### config.mk
export PLATFORM = sky130hd
export DESIGN_NAME = flash_lock_and_write_guard
export DESIGN_NICKNAME = d
export VERILOG_FILES = /design/src/include/flash_guard_pkg.sv /design/src/design/flash_lock_and_write_guard.sv /design/src/design/flash_page_check.sv
export VERILOG_INCLUDE_DIRS = /design/src /design/src/include
export SDC_FILE = /design/constraint.sdc
export NUM_CORES = 1
export LEC_CHECK = 0
export ABC_AREA = 0
export ABC_CLOCK_PERIOD_IN_PS = 2500
export BUFFER_PORTS_ARGS = -buffer_cell sky130_fd_sc_hd__buf_2
export CORE_MARGIN = 3
export CORE_UTILIZATION = 40
export DETAILED_ROUTE_END_ITERATION = 6
export PLACE_DENSITY_LB_ADDON = 0.08
export SETUP_SLACK_MARGIN = 0.15
export SYNTH_ARGS = -nofsm -noshare
export SYNTH_HDL_FRONTEND = slang
export SYNTH_SLANG_ARGS = --single-unit
### constraint.sdc
create_clock -name i_core_clk -period 2.5 [get_ports i_core_clk]
set_clock_uncertainty 0.1 [all_clocks]
set_input_delay 0.25 -clock i_core_clk [delete_from_list [all_inputs] [get_ports i_core_clk]]
set_output_delay 0.25 -clock i_core_clk [all_outputs]
set_load 0.02 [all_outputs]
### src/include/flash_guard_defines.svh
// constants for the flash lock and write guard
// assumes an 8-bit special-register port and 512-byte pages
// Operation
// - debug device erase clears every page, lock byte page too, removing locks.
// - forbidden firmware access causes flash-error reset; flash error flag reads one.
// - forbidden debug operations are discarded without reset or flash change.
// - any locked page also locks the page holding the lock byte.
// - programmed lock byte cannot change except by debug device erase; the code passes a debug erase elsewhere in its page until next reset.
// - firmware lock byte write takes effect only after next device reset.
// - firmware modify needs supply monitor and its reset enable, else reset.
// - store write enable is bit zero of program store control.
// - interrupts arriving during flash operation stay pending until operation ends.
// - modify needs write enable; erase needs write and erase enable.
// - key register must get first then second unlock code before each operation.
// - locked page count from page zero equals ones-complement of lock byte.
// - locked pages refused on debug; reset from unlocked code; locked code allowed.
`ifndef FLASH_GUARD_DEFINES_SVH
`define FLASH_GUARD_DEFINES_SVH
`define FG_PSC_ADDR 8'h8f
`define FG_KEY_ADDR 8'hb7
`define FG_RST_ADDR 8'hef
`define FG_PSC_WE_BIT 0
`define FG_PSC_EE_BIT 1
`define FG_RST_POR_BIT 1
`define FG_RST_FERR_BIT 6
`define FG_KEY_FIRST 8'ha5
`define FG_KEY_SECOND 8'hf1
`define FG_LOCK_RESET 8'hff
`define FG_PAGE_BITS 9
`define FG_OP_CYCLES 8'h0a
`endif

### src/include/flash_guard_pkg.sv
// types for the flash lock and write guard
// assumes the defines header is compiled alongside
package flash_guard_pkg;
	typedef enum logic [1:0] {
		KEY_IDLE = 2'b00,
		KEY_FIRST = 2'b01,
		KEY_OPEN = 2'b10
	} key_state_t;
	typedef enum logic [1:0] {
		OP_READ = 2'b00,
		OP_WRITE = 2'b01,
		OP_ERASE = 2'b10
	} access_t;
endpackage : flash_guard_pkg

### src/design/flash_lock_and_write_guard.sv
// flash lock and write guard: key, enables, page locks, error reset
// assumes accesses are one-cycle strobes from the cpu and the debug port
`timescale 1ns/1ps
`include "flash_guard_defines.svh"
module flash_lock_and_write_guard #(
	parameter int ADDR_W = 15,
	parameter logic [ADDR_W-1:0] LOCK_ADDR = 15'h7fff
) (
	// clock and reset
	input wire logic i_core_clk,
	input wire logic i_rst,
	// special register port
	input wire logic i_sfr_wr,
	input wire logic [7:0] i_sfr_addr,
	input wire logic [7:0] i_sfr_wdata,
	output logic [7:0] o_psc_rdata,
	output logic [7:0] o_rst_rdata,
	// supply monitor state
	input wire logic i_vmon_en,
	input wire logic i_vmon_rst_en,
	// firmware flash access
	input wire logic i_cpu_req,
	input wire logic [1:0] i_cpu_op,
	input wire logic [ADDR_W-1:0] i_cpu_addr,
	input wire logic [ADDR_W-1:0] i_cpu_pc,
	input wire logic [7:0] i_cpu_wdata,
	// debug flash access
	input wire logic i_dbg_req,
	input wire logic [1:0] i_dbg_op,
	input wire logic [ADDR_W-1:0] i_dbg_addr,
	input wire logic [7:0] i_dbg_wdata,
	input wire logic i_dbg_device_erase,
	// flash array side
	output logic o_fl_go,
	output logic [1:0] o_fl_op,
	output logic [ADDR_W-1:0] o_fl_addr,
	output logic [7:0] o_fl_wdata,
	output logic o_fl_mass_erase,
	input wire logic [7:0] i_fl_lock_byte,
	// system
	output logic o_flash_error_device_reset,
	output logic o_irq_hold
);
	// register state
	logic store_write_enable_r, store_erase_enable_r;
	flash_guard_pkg::key_state_t key_r;
	logic [7:0] lock_active_r;
	logic flash_error_flag_r, por_flag_r, reset_pend_r, load_lock_r;
	logic [7:0] busy_cnt_r;

	// page classification and access decisions
	logic cpu_lock, cpu_lpage, pc_lock, pc_lpage, dbg_lock, dbg_lpage;
	logic cpu_fault, cpu_ok, dbg_ok, cpu_mod, lock_byte_hit, dbg_lock_hit;

	// classify firmware target, firmware origin and debug target
	flash_page_check #(.ADDR_W(ADDR_W), .LOCK_ADDR(LOCK_ADDR)) u_cpu_chk (
		.i_addr(i_cpu_addr),
		.i_lock(lock_active_r),
		.o_locked(cpu_lock),
		.o_lock_page(cpu_lpage)
	);
	flash_page_check #(.ADDR_W(ADDR_W), .LOCK_ADDR(LOCK_ADDR)) u_pc_chk (
		.i_addr(i_cpu_pc),
		.i_lock(lock_active_r),
		.o_locked(pc_lock),
		.o_lock_page(pc_lpage)
	);
	flash_page_check #(.ADDR_W(ADDR_W), .LOCK_ADDR(LOCK_ADDR)) u_dbg_chk (
		.i_addr(i_dbg_addr),
		.i_lock(lock_active_r),
		.o_locked(dbg_lock),
		.o_lock_page(dbg_lpage)
	);

	// firmware access legality
	always_comb begin
		cpu_mod = (i_cpu_op != flash_guard_pkg::OP_READ);
		lock_byte_hit = (i_cpu_addr == LOCK_ADDR);
		cpu_fault = 1'b0;
		if (cpu_lock && !pc_lock)
			cpu_fault = 1'b1;
		if (cpu_mod) begin
			if (!store_write_enable_r)
				cpu_fault = 1'b1;
			if (i_cpu_op == flash_guard_pkg::OP_ERASE && !store_erase_enable_r)
				cpu_fault = 1'b1;
			if (key_r != flash_guard_pkg::KEY_OPEN)
				cpu_fault = 1'b1;
			if (!(i_vmon_en && i_vmon_rst_en))
				cpu_fault = 1'b1;
			if (i_cpu_op == flash_guard_pkg::OP_ERASE && cpu_lpage)
				cpu_fault = 1'b1;
			if (lock_byte_hit && i_fl_lock_byte != `FG_LOCK_RESET)
				cpu_fault = 1'b1;
		end
		// the unused operation code is always a fault
		if (i_cpu_op == 2'b11)
			cpu_fault = 1'b1;
		cpu_ok = i_cpu_req && !cpu_fault && !reset_pend_r;
		dbg_lock_hit = (i_dbg_addr == LOCK_ADDR) && (i_fl_lock_byte != `FG_LOCK_RESET);
		// debug refusal is silent
		dbg_ok = i_dbg_req && !dbg_lock && !(i_dbg_op == 2'b11)
			&& !(i_dbg_op != flash_guard_pkg::OP_READ && dbg_lock_hit)
			&& !(i_dbg_op == flash_guard_pkg::OP_ERASE && dbg_lpage && dbg_lock);
	end

	// program store control register
	always_ff @(posedge i_core_clk) begin
		if (i_rst) begin
			store_write_enable_r <= 1'b0;
			store_erase_enable_r <= 1'b0;
		end else if (i_sfr_wr && i_sfr_addr == `FG_PSC_ADDR) begin
			store_write_enable_r <= i_sfr_wdata[`FG_PSC_WE_BIT];
			store_erase_enable_r <= i_sfr_wdata[`FG_PSC_EE_BIT];
		end
	end

	// unlock key sequence, consumed by one modify attempt
	// a refused modify still consumes the key, so a retry must unlock again
	always_ff @(posedge i_core_clk) begin
		if (i_rst) begin
			key_r <= flash_guard_pkg::KEY_IDLE;
		end else if (i_cpu_req && cpu_mod) begin
			key_r <= flash_guard_pkg::KEY_IDLE;
		end else if (i_sfr_wr && i_sfr_addr == `FG_KEY_ADDR) begin
			case (key_r)
				flash_guard_pkg::KEY_IDLE: key_r <= (i_sfr_wdata == `FG_KEY_FIRST) ?
					flash_guard_pkg::KEY_FIRST : flash_guard_pkg::KEY_IDLE;
				flash_guard_pkg::KEY_FIRST: key_r <= (i_sfr_wdata == `FG_KEY_SECOND) ?
					flash_guard_pkg::KEY_OPEN : flash_guard_pkg::KEY_IDLE;
				default: key_r <= flash_guard_pkg::KEY_IDLE;
			endcase
		end
	end

	// lock setting loaded only at reset release
	// a firmware write to the lock byte only reaches the array, not this copy
	always_ff @(posedge i_core_clk) begin
		if (i_rst) begin
			load_lock_r <= 1'b1;
			lock_active_r <= 8'h00;
		end else if (load_lock_r) begin
			load_lock_r <= 1'b0;
			lock_active_r <= i_fl_lock_byte;
		end
	end

	// error reset request; flags below survive device reset
	// the pending bit keeps later firmware requests off the array until reset
	always_ff @(posedge i_core_clk) begin
		if (i_rst) begin
			reset_pend_r <= 1'b0;
			o_flash_error_device_reset <= 1'b0;
		end else begin
			reset_pend_r <= reset_pend_r | (i_cpu_req && cpu_fault);
			o_flash_error_device_reset <= reset_pend_r | (i_cpu_req && cpu_fault);
		end
	end

	// flash error flag; a set wins over a clear in the same cycle
	always_ff @(posedge i_core_clk) begin
		if (i_cpu_req && cpu_fault && !i_rst) begin
			flash_error_flag_r <= 1'b1;
		end else if (i_sfr_wr && i_sfr_addr == `FG_RST_ADDR && !i_rst) begin
			flash_error_flag_r <= 1'b0;
		end
	end

	// power-on flag: cleared by an error reset, written directly by software
	always_ff @(posedge i_core_clk) begin
		if (i_cpu_req && cpu_fault && !i_rst) begin
			por_flag_r <= 1'b0;
		end else if (i_sfr_wr && i_sfr_addr == `FG_RST_ADDR && !i_rst) begin
			por_flag_r <= i_sfr_wdata[`FG_RST_POR_BIT];
		end
	end

	// register read images
	// flags that were never written read as zero
	always_ff @(posedge i_core_clk) begin
		if (i_rst) begin
			o_psc_rdata <= 8'h00;
			o_rst_rdata <= 8'h00;
		end else begin
			o_psc_rdata <= {6'h00, store_erase_enable_r, store_write_enable_r};
			o_rst_rdata <= {1'b0, flash_error_flag_r === 1'b1, 4'h0,
				por_flag_r === 1'b1, 1'b0};
		end
	end

	// issue to the array: firmware, then debug; a debug mass erase goes out alongside a firmware access
	// a device erase takes the debug slot, so a debug request beside it is dropped
	always_ff @(posedge i_core_clk) begin
		if (i_rst) begin
			o_fl_go <= 1'b0;
			o_fl_op <= flash_guard_pkg::OP_READ;
			o_fl_addr <= '0;
			o_fl_wdata <= 8'h00;
			o_fl_mass_erase <= 1'b0;
		end else begin
			o_fl_mass_erase <= i_dbg_device_erase;
			o_fl_go <= cpu_ok | (dbg_ok & !i_dbg_device_erase);
			o_fl_op <= cpu_ok ? i_cpu_op : i_dbg_op;
			o_fl_addr <= cpu_ok ? i_cpu_addr : i_dbg_addr;
			o_fl_wdata <= cpu_ok ? i_cpu_wdata : i_dbg_wdata;
		end
	end

	// interrupt hold while a modify runs
	// the hold lasts the modelled operation time in all, the accepted cycle included
	always_ff @(posedge i_core_clk) begin
		if (i_rst) begin
			busy_cnt_r <= 8'h00;
			o_irq_hold <= 1'b0;
		end else begin
			if (cpu_ok && cpu_mod)
				busy_cnt_r <= `FG_OP_CYCLES;
			else if (busy_cnt_r != 8'h00)
				busy_cnt_r <= busy_cnt_r - 8'h01;
			o_irq_hold <= (cpu_ok && cpu_mod) || busy_cnt_r > 8'h01;
		end
	end
endmodule : flash_lock_and_write_guard

### src/design/flash_page_check.sv
// page classification of a flash address against the lock byte
// assumes 512-byte pages and a lock byte at the last byte of user space
`timescale 1ns/1ps
`include "flash_guard_defines.svh"
module flash_page_check #(
	parameter int ADDR_W = 15,
	parameter logic [ADDR_W-1:0] LOCK_ADDR = 15'h7fff
) (
	// address and active lock
	input wire logic [ADDR_W-1:0] i_addr,
	input wire logic [7:0] i_lock,
	// classification
	output logic o_locked,
	output logic o_lock_page
);
	localparam int PW = ADDR_W - `FG_PAGE_BITS;
	logic [7:0] n_locked;
	logic [PW-1:0] page;
	logic any_locked;
	// ones complement gives the count of locked pages from page zero
	assign n_locked = ~i_lock;
	assign any_locked = (i_lock != `FG_LOCK_RESET);
	assign page = i_addr[ADDR_W-1:`FG_PAGE_BITS];
	assign o_lock_page = (page == LOCK_ADDR[ADDR_W-1:`FG_PAGE_BITS]);
	// lock byte page follows any lock, other pages by count; both sides widened on purpose
	assign o_locked = (o_lock_page & any_locked)
		| (32'(n_locked) > 32'(page));
endmodule : flash_page_check

Yosys cells after proc, flatten, opt, wreduce, memory -nomap -nowiden
Cells that the tools add are included.
{"block": "classes", "eq_ne": 20, "muxes": 18, "reduce_logical": 41, "magnitude_cmp": 4, "div_mod_pow": 0, "n_mul": 0, "n_shift": 0, "n_bitwise": 10, "add_sub_neg": 1}
{"op": "8-bit == test (second input constant)", "count": 5}
{"op": "15-bit == test (second input constant)", "count": 2}
{"op": "8-bit by 6-bit > comparator with 1-bit output", "count": 3}
{"op": "1-bit logical AND", "count": 23}
{"op": "6-bit == test (second input constant)", "count": 3}
{"op": "8-bit != test (second input constant)", "count": 2}
{"op": "15-bit two-way mux", "count": 1}
{"op": "1-bit two-way mux", "count": 11}
{"op": "1-bit zero test", "count": 10}
{"op": "2-bit == test (second input constant)", "count": 4}
{"op": "8-bit by 1-bit > comparator with 1-bit output (second input constant)", "count": 1}
{"op": "4-bit two-way mux", "count": 2}
{"op": "8-bit two-way mux", "count": 1}
{"op": "8-bit NOT", "count": 1}
{"op": "8-bit nonzero test", "count": 1}
{"op": "8-bit by 1-bit subtractor with 8-bit output (second input constant)", "count": 1}
{"op": "2-bit nonzero test", "count": 3}
{"op": "1-bit OR", "count": 5}
{"op": "1-bit bitwise AND", "count": 4}
{"op": "2-bit two-way mux", "count": 2}
{"op": "2-bit one-hot mux with 2 select lines", "count": 1}
{"op": "2-bit OR reduction", "count": 2}
{"op": "2-bit by 1-bit == test with 1-bit output (second input constant)", "count": 1}
{"op": "1-bit case equality test (second input constant)", "count": 2}
{"op": "other kinds (3)", "count": 3}
{"block": "totals", "latch_bits": 0, "regBits": 68, "romBits": 0, "ram_bits": 0, "memories": 0, "wordCells": 114}

Longest topological paths before layout
{"block": "logic_depth", "word_depth": 19, "mapped_depth": 9, "depth_no_buf": 8}

Modules after synthesis
A second synthesis with hierarchy kept.
{"block": "hier_totals", "hier_cells": 374, "area_unflattened_um2": 3308.2}
{"module": "flash_lock_and_write_guard", "instances": 1, "cells_per_inst": 284, "seq_area_each_um2": 1121.1, "area_each_um2": 2646.3}
{"module": "flash_page_check (u_dbg_chk ...)", "instances": 2, "cells_per_inst": 30, "seq_area_each_um2": 0.0, "area_each_um2": 217.7}
{"module": "flash_page_check (u_cpu_chk)", "instances": 1, "cells_per_inst": 30, "seq_area_each_um2": 0.0, "area_each_um2": 226.5}

Worst setup path before layout
OpenSTA, ideal clock, no wires.
{"block": "synth_timing", "path_type": "reg2reg", "startpoint": "register lock_active_r[5]", "endpoint": "register o_fl_wdata[0]", "slack_ps": 287, "path_buffers": 1, "t_required_ps": 2328, "arrival_time_ps": 2041, "path_stages_with_launch": 10, "path_cell_list": "dfxtp_1 -> inv_1 -> ha_1 -> a21o_1 -> a211oi_2 -> a21oi_1 -> o221a_4 -> nor3_4 -> buf_8 -> mux2i_1"}
{"block": "synth_between", "elab_chain_len": 18, "word_cells_on_any_way": 23, "cone_classes": "order compare: 2; eq/ne: 1; mux: 10; bitwise: 5; reduce/logical: 5"}
{"element": "from (decl)", "line_no": "flash_lock_and_write_guard.sv:47", "source": "logic [7:0] lock_active_r;"}
{"element": "from (signal assigned)", "line_no": "flash_lock_and_write_guard.sv:144", "source": "lock_active_r <= i_fl_lock_byte;"}
{"element": "8-bit NOT or 8-bit != test (tied branches)"}
{"element": "8-bit by 6-bit > comparator with 1-bit output or 1-bit bitwise AND (tied branches)", "line_no": "flash_page_check.sv:27, flash_page_check.sv:26"}
{"element": "1-bit OR", "line_no": "flash_page_check.sv:27", "source": "| (32'(n_locked) > 32'(page));"}
{"element": "1-bit zero test", "line_no": "flash_lock_and_write_guard.sv:80", "source": "if (cpu_lock && !pc_lock)"}
{"element": "1-bit logical AND (*)", "line_no": "flash_lock_and_write_guard.sv:80"}
{"element": "1-bit two-way mux (*)", "line_no": "flash_lock_and_write_guard.sv:80"}
{"element": "1-bit two-way mux", "line_no": "flash_lock_and_write_guard.sv:83", "source": "if (!store_write_enable_r)"}
{"element": "1-bit two-way mux", "line_no": "flash_lock_and_write_guard.sv:85", "source": "if (i_cpu_op == flash_guard_pkg::OP_ERASE && !store_erase_enable_r)"}
{"element": "1-bit two-way mux", "line_no": "flash_lock_and_write_guard.sv:87", "source": "if (key_r != flash_guard_pkg::KEY_OPEN)"}
{"element": "1-bit two-way mux", "line_no": "flash_lock_and_write_guard.sv:89", "source": "if (!(i_vmon_en && i_vmon_rst_en))"}
{"element": "1-bit two-way mux", "line_no": "flash_lock_and_write_guard.sv:91", "source": "if (i_cpu_op == flash_guard_pkg::OP_ERASE && cpu_lpage)"}
{"element": "1-bit two-way mux", "line_no": "flash_lock_and_write_guard.sv:93", "source": "if (lock_byte_hit && i_fl_lock_byte != `FG_LOCK_RESET)"}
{"element": "1-bit two-way mux (*)", "line_no": "flash_lock_and_write_guard.sv:82", "source": "if (cpu_mod) begin"}
{"element": "1-bit two-way mux (*)", "line_no": "flash_lock_and_write_guard.sv:97", "source": "if (i_cpu_op == 2'b11)"}
{"element": "1-bit zero test (*)", "line_no": "flash_lock_and_write_guard.sv:99", "source": "cpu_ok = i_cpu_req && !cpu_fault && !reset_pend_r;"}
{"element": "1-bit logical AND (*) (2 in series)", "line_no": "flash_lock_and_write_guard.sv:99"}
{"element": "8-bit two-way mux (*)", "line_no": "flash_lock_and_write_guard.sv:205", "source": "o_fl_wdata <= cpu_ok ? i_cpu_wdata : i_dbg_wdata;"}
{"element": "to (signal assigned)", "line_no": "flash_lock_and_write_guard.sv:205"}
{"element": "to (decl)", "line_no": "flash_lock_and_write_guard.sv:37", "source": "output logic [7:0] o_fl_wdata,"}
Mark *: on every way between the ends. The rest lies on a longest branch, timed or not.
A chain may end at the register's enable or synchronous reset.

Worst setup path in the final report
{"block": "layout_timing", "startpoint": "register lock_active_r[3]", "endpoint": "register busy_cnt_r[2]"}
{"block": "layout_between", "elab_chain_len": 19, "word_cells_on_any_way": 24, "cone_classes": "order compare: 2; eq/ne: 1; mux: 9; bitwise: 5; reduce/logical: 7"}
{"element": "8-bit NOT or 8-bit != test (tied branches)"}
{"element": "8-bit by 6-bit > comparator with 1-bit output or 1-bit bitwise AND (tied branches)", "line_no": "flash_page_check.sv:27, flash_page_check.sv:26"}
{"element": "1-bit OR", "line_no": "flash_page_check.sv:27"}
{"element": "1-bit zero test", "line_no": "flash_lock_and_write_guard.sv:80"}
{"element": "1-bit logical AND (*)", "line_no": "flash_lock_and_write_guard.sv:80"}
{"element": "1-bit two-way mux (*)", "line_no": "flash_lock_and_write_guard.sv:80"}
{"element": "1-bit two-way mux", "line_no": "flash_lock_and_write_guard.sv:83"}
{"element": "1-bit two-way mux", "line_no": "flash_lock_and_write_guard.sv:85"}
{"element": "[2 not listed]"}
{"element": "1-bit two-way mux", "line_no": "flash_lock_and_write_guard.sv:91"}
{"element": "1-bit two-way mux", "line_no": "flash_lock_and_write_guard.sv:93"}
{"element": "1-bit two-way mux (*)", "line_no": "flash_lock_and_write_guard.sv:82"}
{"element": "1-bit two-way mux (*)", "line_no": "flash_lock_and_write_guard.sv:97"}
{"element": "1-bit zero test (*)", "line_no": "flash_lock_and_write_guard.sv:99"}
{"element": "1-bit logical AND (*) (2 in series)", "line_no": "flash_lock_and_write_guard.sv:99"}
{"element": "1-bit logical AND (*)", "line_no": "flash_lock_and_write_guard.sv:216", "source": "if (cpu_ok && cpu_mod)"}
{"element": "2-bit OR reduction (no line) (*)"}
{"element": "to (signal assigned)", "line_no": "flash_lock_and_write_guard.sv:217", "source": "busy_cnt_r <= `FG_OP_CYCLES;"}
{"element": "to (signal assigned)", "line_no": "flash_lock_and_write_guard.sv:219", "source": "busy_cnt_r <= busy_cnt_r - 8'h01;"}
{"element": "to (decl)", "line_no": "flash_lock_and_write_guard.sv:49", "source": "logic [7:0] busy_cnt_r;"}
Marked as above.

==> reports/results.tsv <==
metric	value	unit
status	finished clean	
Post-Synth Adder-Cell Area	0.0829	
routed length per instance	14.4	um
IO Count	142	
period utilisation layout	0.928	
Switching Fraction	0.338	
Rel. slew slack	0.629	
CTS HTree Levels	2	
commonest non-fill, non-tap cell in the layout	buf_2	
crit path capture type	register	
number of remaining DRC errors	0	
vias in the first global route	2688	
FP Rows	31	
RSZ-0062 raised after global routing	true	
CP Launch Type	register	
slowest CP cell	dfxtp_1	
Detail Route Antenna Nets	0	
Synth Area in Compound Gates	0.143	
CTS Sinks	56	
Ant. Diodes	0	
vias per cell	5.10	
DIE AREA	0.00863	mm^2
max incr delay on CP	0.38	ns
critical path fanouts, max	8	
Fin Setup TNS	0	ns
clk slew on worst S/H paths	0.10	ns
total core area	0.00729	mm^2
synthesized area per cell	8.75	um^2
largest net degree at the start of global routing	35	
max-cap violation count	0	
Power Internal	0.00159	W
Final setup violation count	0	
Fmax achieved	0.431	GHz
Hold Buf Count CTS	0	
CTS Buf Count	5	
sequential fraction of the synthesis area	0.371	
proportion of power drawn by the clock network	0.218	
CTS Root Cell	clkbuf_8	
Sequential Power Share	0.436	
DP HPWL	6180	um
first-pass GRT wire length	12500	um
Req. time, crit path	2.61	ns
mux contribution to synthesized area	0.0700	
hold crit path type	input port to register	
1st-pass router iterations	4	
Synth Warn #	0	
Sw Pwr	0.000810	W
Overflow after GRT	0	
Fin. Hold Viols	0	
critical path class	register to register	
mapped cell area	0.00302	mm^2
largest family of logic cells by synthesized area	simple AND/OR/NAND/NOR gates	
post-synthesis xor/xnor area fraction	0.0174	
layout cell share with drive strength beyond 1	0.351	
Tot GR Track Use	0.179	
initial antenna violation count	0	
final WL	8160	um
Synth Instances	345	
P_leak	1.80	nW
post-layout min period	2.32	ns
clock tree buffer depth	2	
Layout area overhead	30.6	%
# port buffers	120	
Tightest Pin Transition	0.551	ns
simple logic cell fraction of the synthesized area	0.223	
Max VDD drop	0.218	mV
PwrDens	609	mW/mm^2
gpl congestion	0.852	
Clock Latency Late Sink	0.30	ns
Slew Viols, Final	0	
NumNets Final	583	
vias	2885	
count of cell types in the netlist	49	
Comb pwr share	0.347	
Initial DRC Count	99	
commonest cells after routing, fill and taps aside	120 x buf_2, 55 x dfxtp_1, 40 x nand2_1	
Starting Density	0.414	
Die W	92.9	um
crit-path cells	inv_1 > ha_1 > nand4_1 > mux2i_1 > a21oi_2 > o221a_4 > nor3_4 > buf_6 > clkbuf_16 > a2111oi_2	
CP arrival	2.43	ns
WHS	0.0721	ns
TritonCTS clock tree	built	
synthesized flop and latch total	56	
die height	92.9	um
[routing by layer]
metal,up-vias,GRT usage,part of all wire
li1,1451,-,-
met1,1337,0.216,0.42
met2,79,0.317,0.50
met3,18,0.0333,0.053
met4,0,0.0623,0.025
met5,-,0,0
[through the flow]
stage	setup slack [ns]	utilization	power (W)	cell area, um^2	cells
after detailed placement	0.112	0.503	0.00176	3670	551
after global routing	0.0898	0.541	0.00256	3940	566
after floorplan	0.287	-	0.00157	3060	356
after global placement	0.197	0.503	0.00175	3670	551
final	0.179	0.541	0.00240	3940	566
after CTS	0.141	0.516	0.00229	3760	559
[power by group through the flow]
| stage | clock [W] | combinational (W) | sequential [W] |
|---|---|---|---|
| after floorplan | 0 | 0.000463 | 0.00110 |
| after global placement | 0 | 0.000689 | 0.00106 |
| after detailed placement | 0 | 0.000699 | 0.00107 |
| after CTS | 0.000538 | 0.000704 | 0.00105 |
| after global routing | 0.000574 | 0.000926 | 0.00106 |
| final | 0.000522 | 0.000832 | 0.00105 |
[cell type report]
type,count,area [um^2]
well taps,99,124
clock inverters,1,7.51
clock buffers,7,86.3
fillers,737,3350
inverters,25,93.8
multi-input cells,246,1750
repair buffers,132,758
flip-flops and latches,56,1120
[critical path, delay by kind of cell, from the launching register on]
kind,cells,cell delay [ns]
flops,1,0.38
compound gates,3,0.74
simple gates,2,0.17
mux,1,0.10
fa+ha+maj,1,0.34
buf+inv,3,0.40
[final timing paths]
| kind | cells past startpoint | endpoint | startpoint | slack, ns |
|---|---|---|---|---|
| max | 10 | busy_cnt_r[2] | lock_active_r[3] | 0.18 |
| min | 3 | o_fl_wdata[5] | i_dbg_wdata[5] | 0.07 |
| max reg2reg | 10 | busy_cnt_r[2] | lock_active_r[3] | 0.18 |
| min reg2reg | 1 | flash_error_flag_r | flash_error_flag_r | 0.37 |
[repair_timing]
item / CTS / global route
gates resized for setup: 1 / 19
buffers inserted: 0 / 4
setup endpoints to repair: 11 / 33
gates cloned: 0 / 3
pin swaps: 0 / 6
[cell usage after synthesis, drive strengths merged]
master / n / area, um^2
and2b: 1 / 10.0
a21boi: 1 / 7.51
a221oi: 1 / 15.0
nand3: 7 / 35.0
o2bb2ai: 3 / 26.3
dfxtp: 56 / 1120
o211ai: 4 / 30.0
mux2i: 20 / 200
ha: 20 / 250
a21oi: 8 / 40.0
nand2: 40 / 150
nor2b: 9 / 56.3
clkbuf: 12 / 45.0
o31ai: 6 / 45.0
buf: 17 / 138
nand4: 29 / 181
o221a: 1 / 20.0
or4: 4 / 33.8
o21ba: 2 / 20.0
nor2: 18 / 70.1
nand4b: 2 / 17.5
a31oi: 1 / 6.26
and2: 1 / 6.26
a21o: 2 / 15.0
a22o: 1 / 8.76
mux2: 1 / 11.3
a2111oi: 4 / 35.0
conb: 1 / 3.75
o21ai: 17 / 85.1
o221ai: 1 / 15.0
and3: 2 / 12.5
nor3: 7 / 51.3
o41ai: 1 / 8.76
or3: 2 / 12.5
nor4: 2 / 12.5
o311a: 1 / 10.0
xnor2: 6 / 52.6
a211oi: 5 / 42.5
inv: 25 / 93.8
nand2b: 2 / 12.5
or2: 2 / 12.5
[state kept, by name, summed over array words and instances (netlist names)]
| register | count |
|---|---|
| o_fl_addr | 15 |
| busy_cnt_r | 8 |
| lock_active_r | 8 |
| o_fl_wdata | 8 |
| key_r | 2 |
| o_fl_op | 2 |
| o_psc_rdata | 2 |
| o_rst_rdata | 2 |
| flash_error_flag_r | 1 |
| load_lock_r | 1 |
| o_fl_go | 1 |
| o_fl_mass_erase | 1 |
| o_irq_hold | 1 |
| por_flag_r | 1 |
| reset_pend_r | 1 |
| store_erase_enable_r | 1 |
| store_write_enable_r | 1 |
[logic make-up (layout without fill, tap and decap cells)]
kind of cell | after synthesis | count (layout)
muxes | 21 | 21
other | 1 | 12
adders and majority gates | 20 | 20
AOI/OAI and AO/OA | 59 | 59
and+or+nand+nor | 128 | 128
DFF | 56 | 56
buffers and inverters | 54 | 165
xor gates and xnor gates | 6 | 6
No activity file was read; power rests on OpenSTA's default activity.
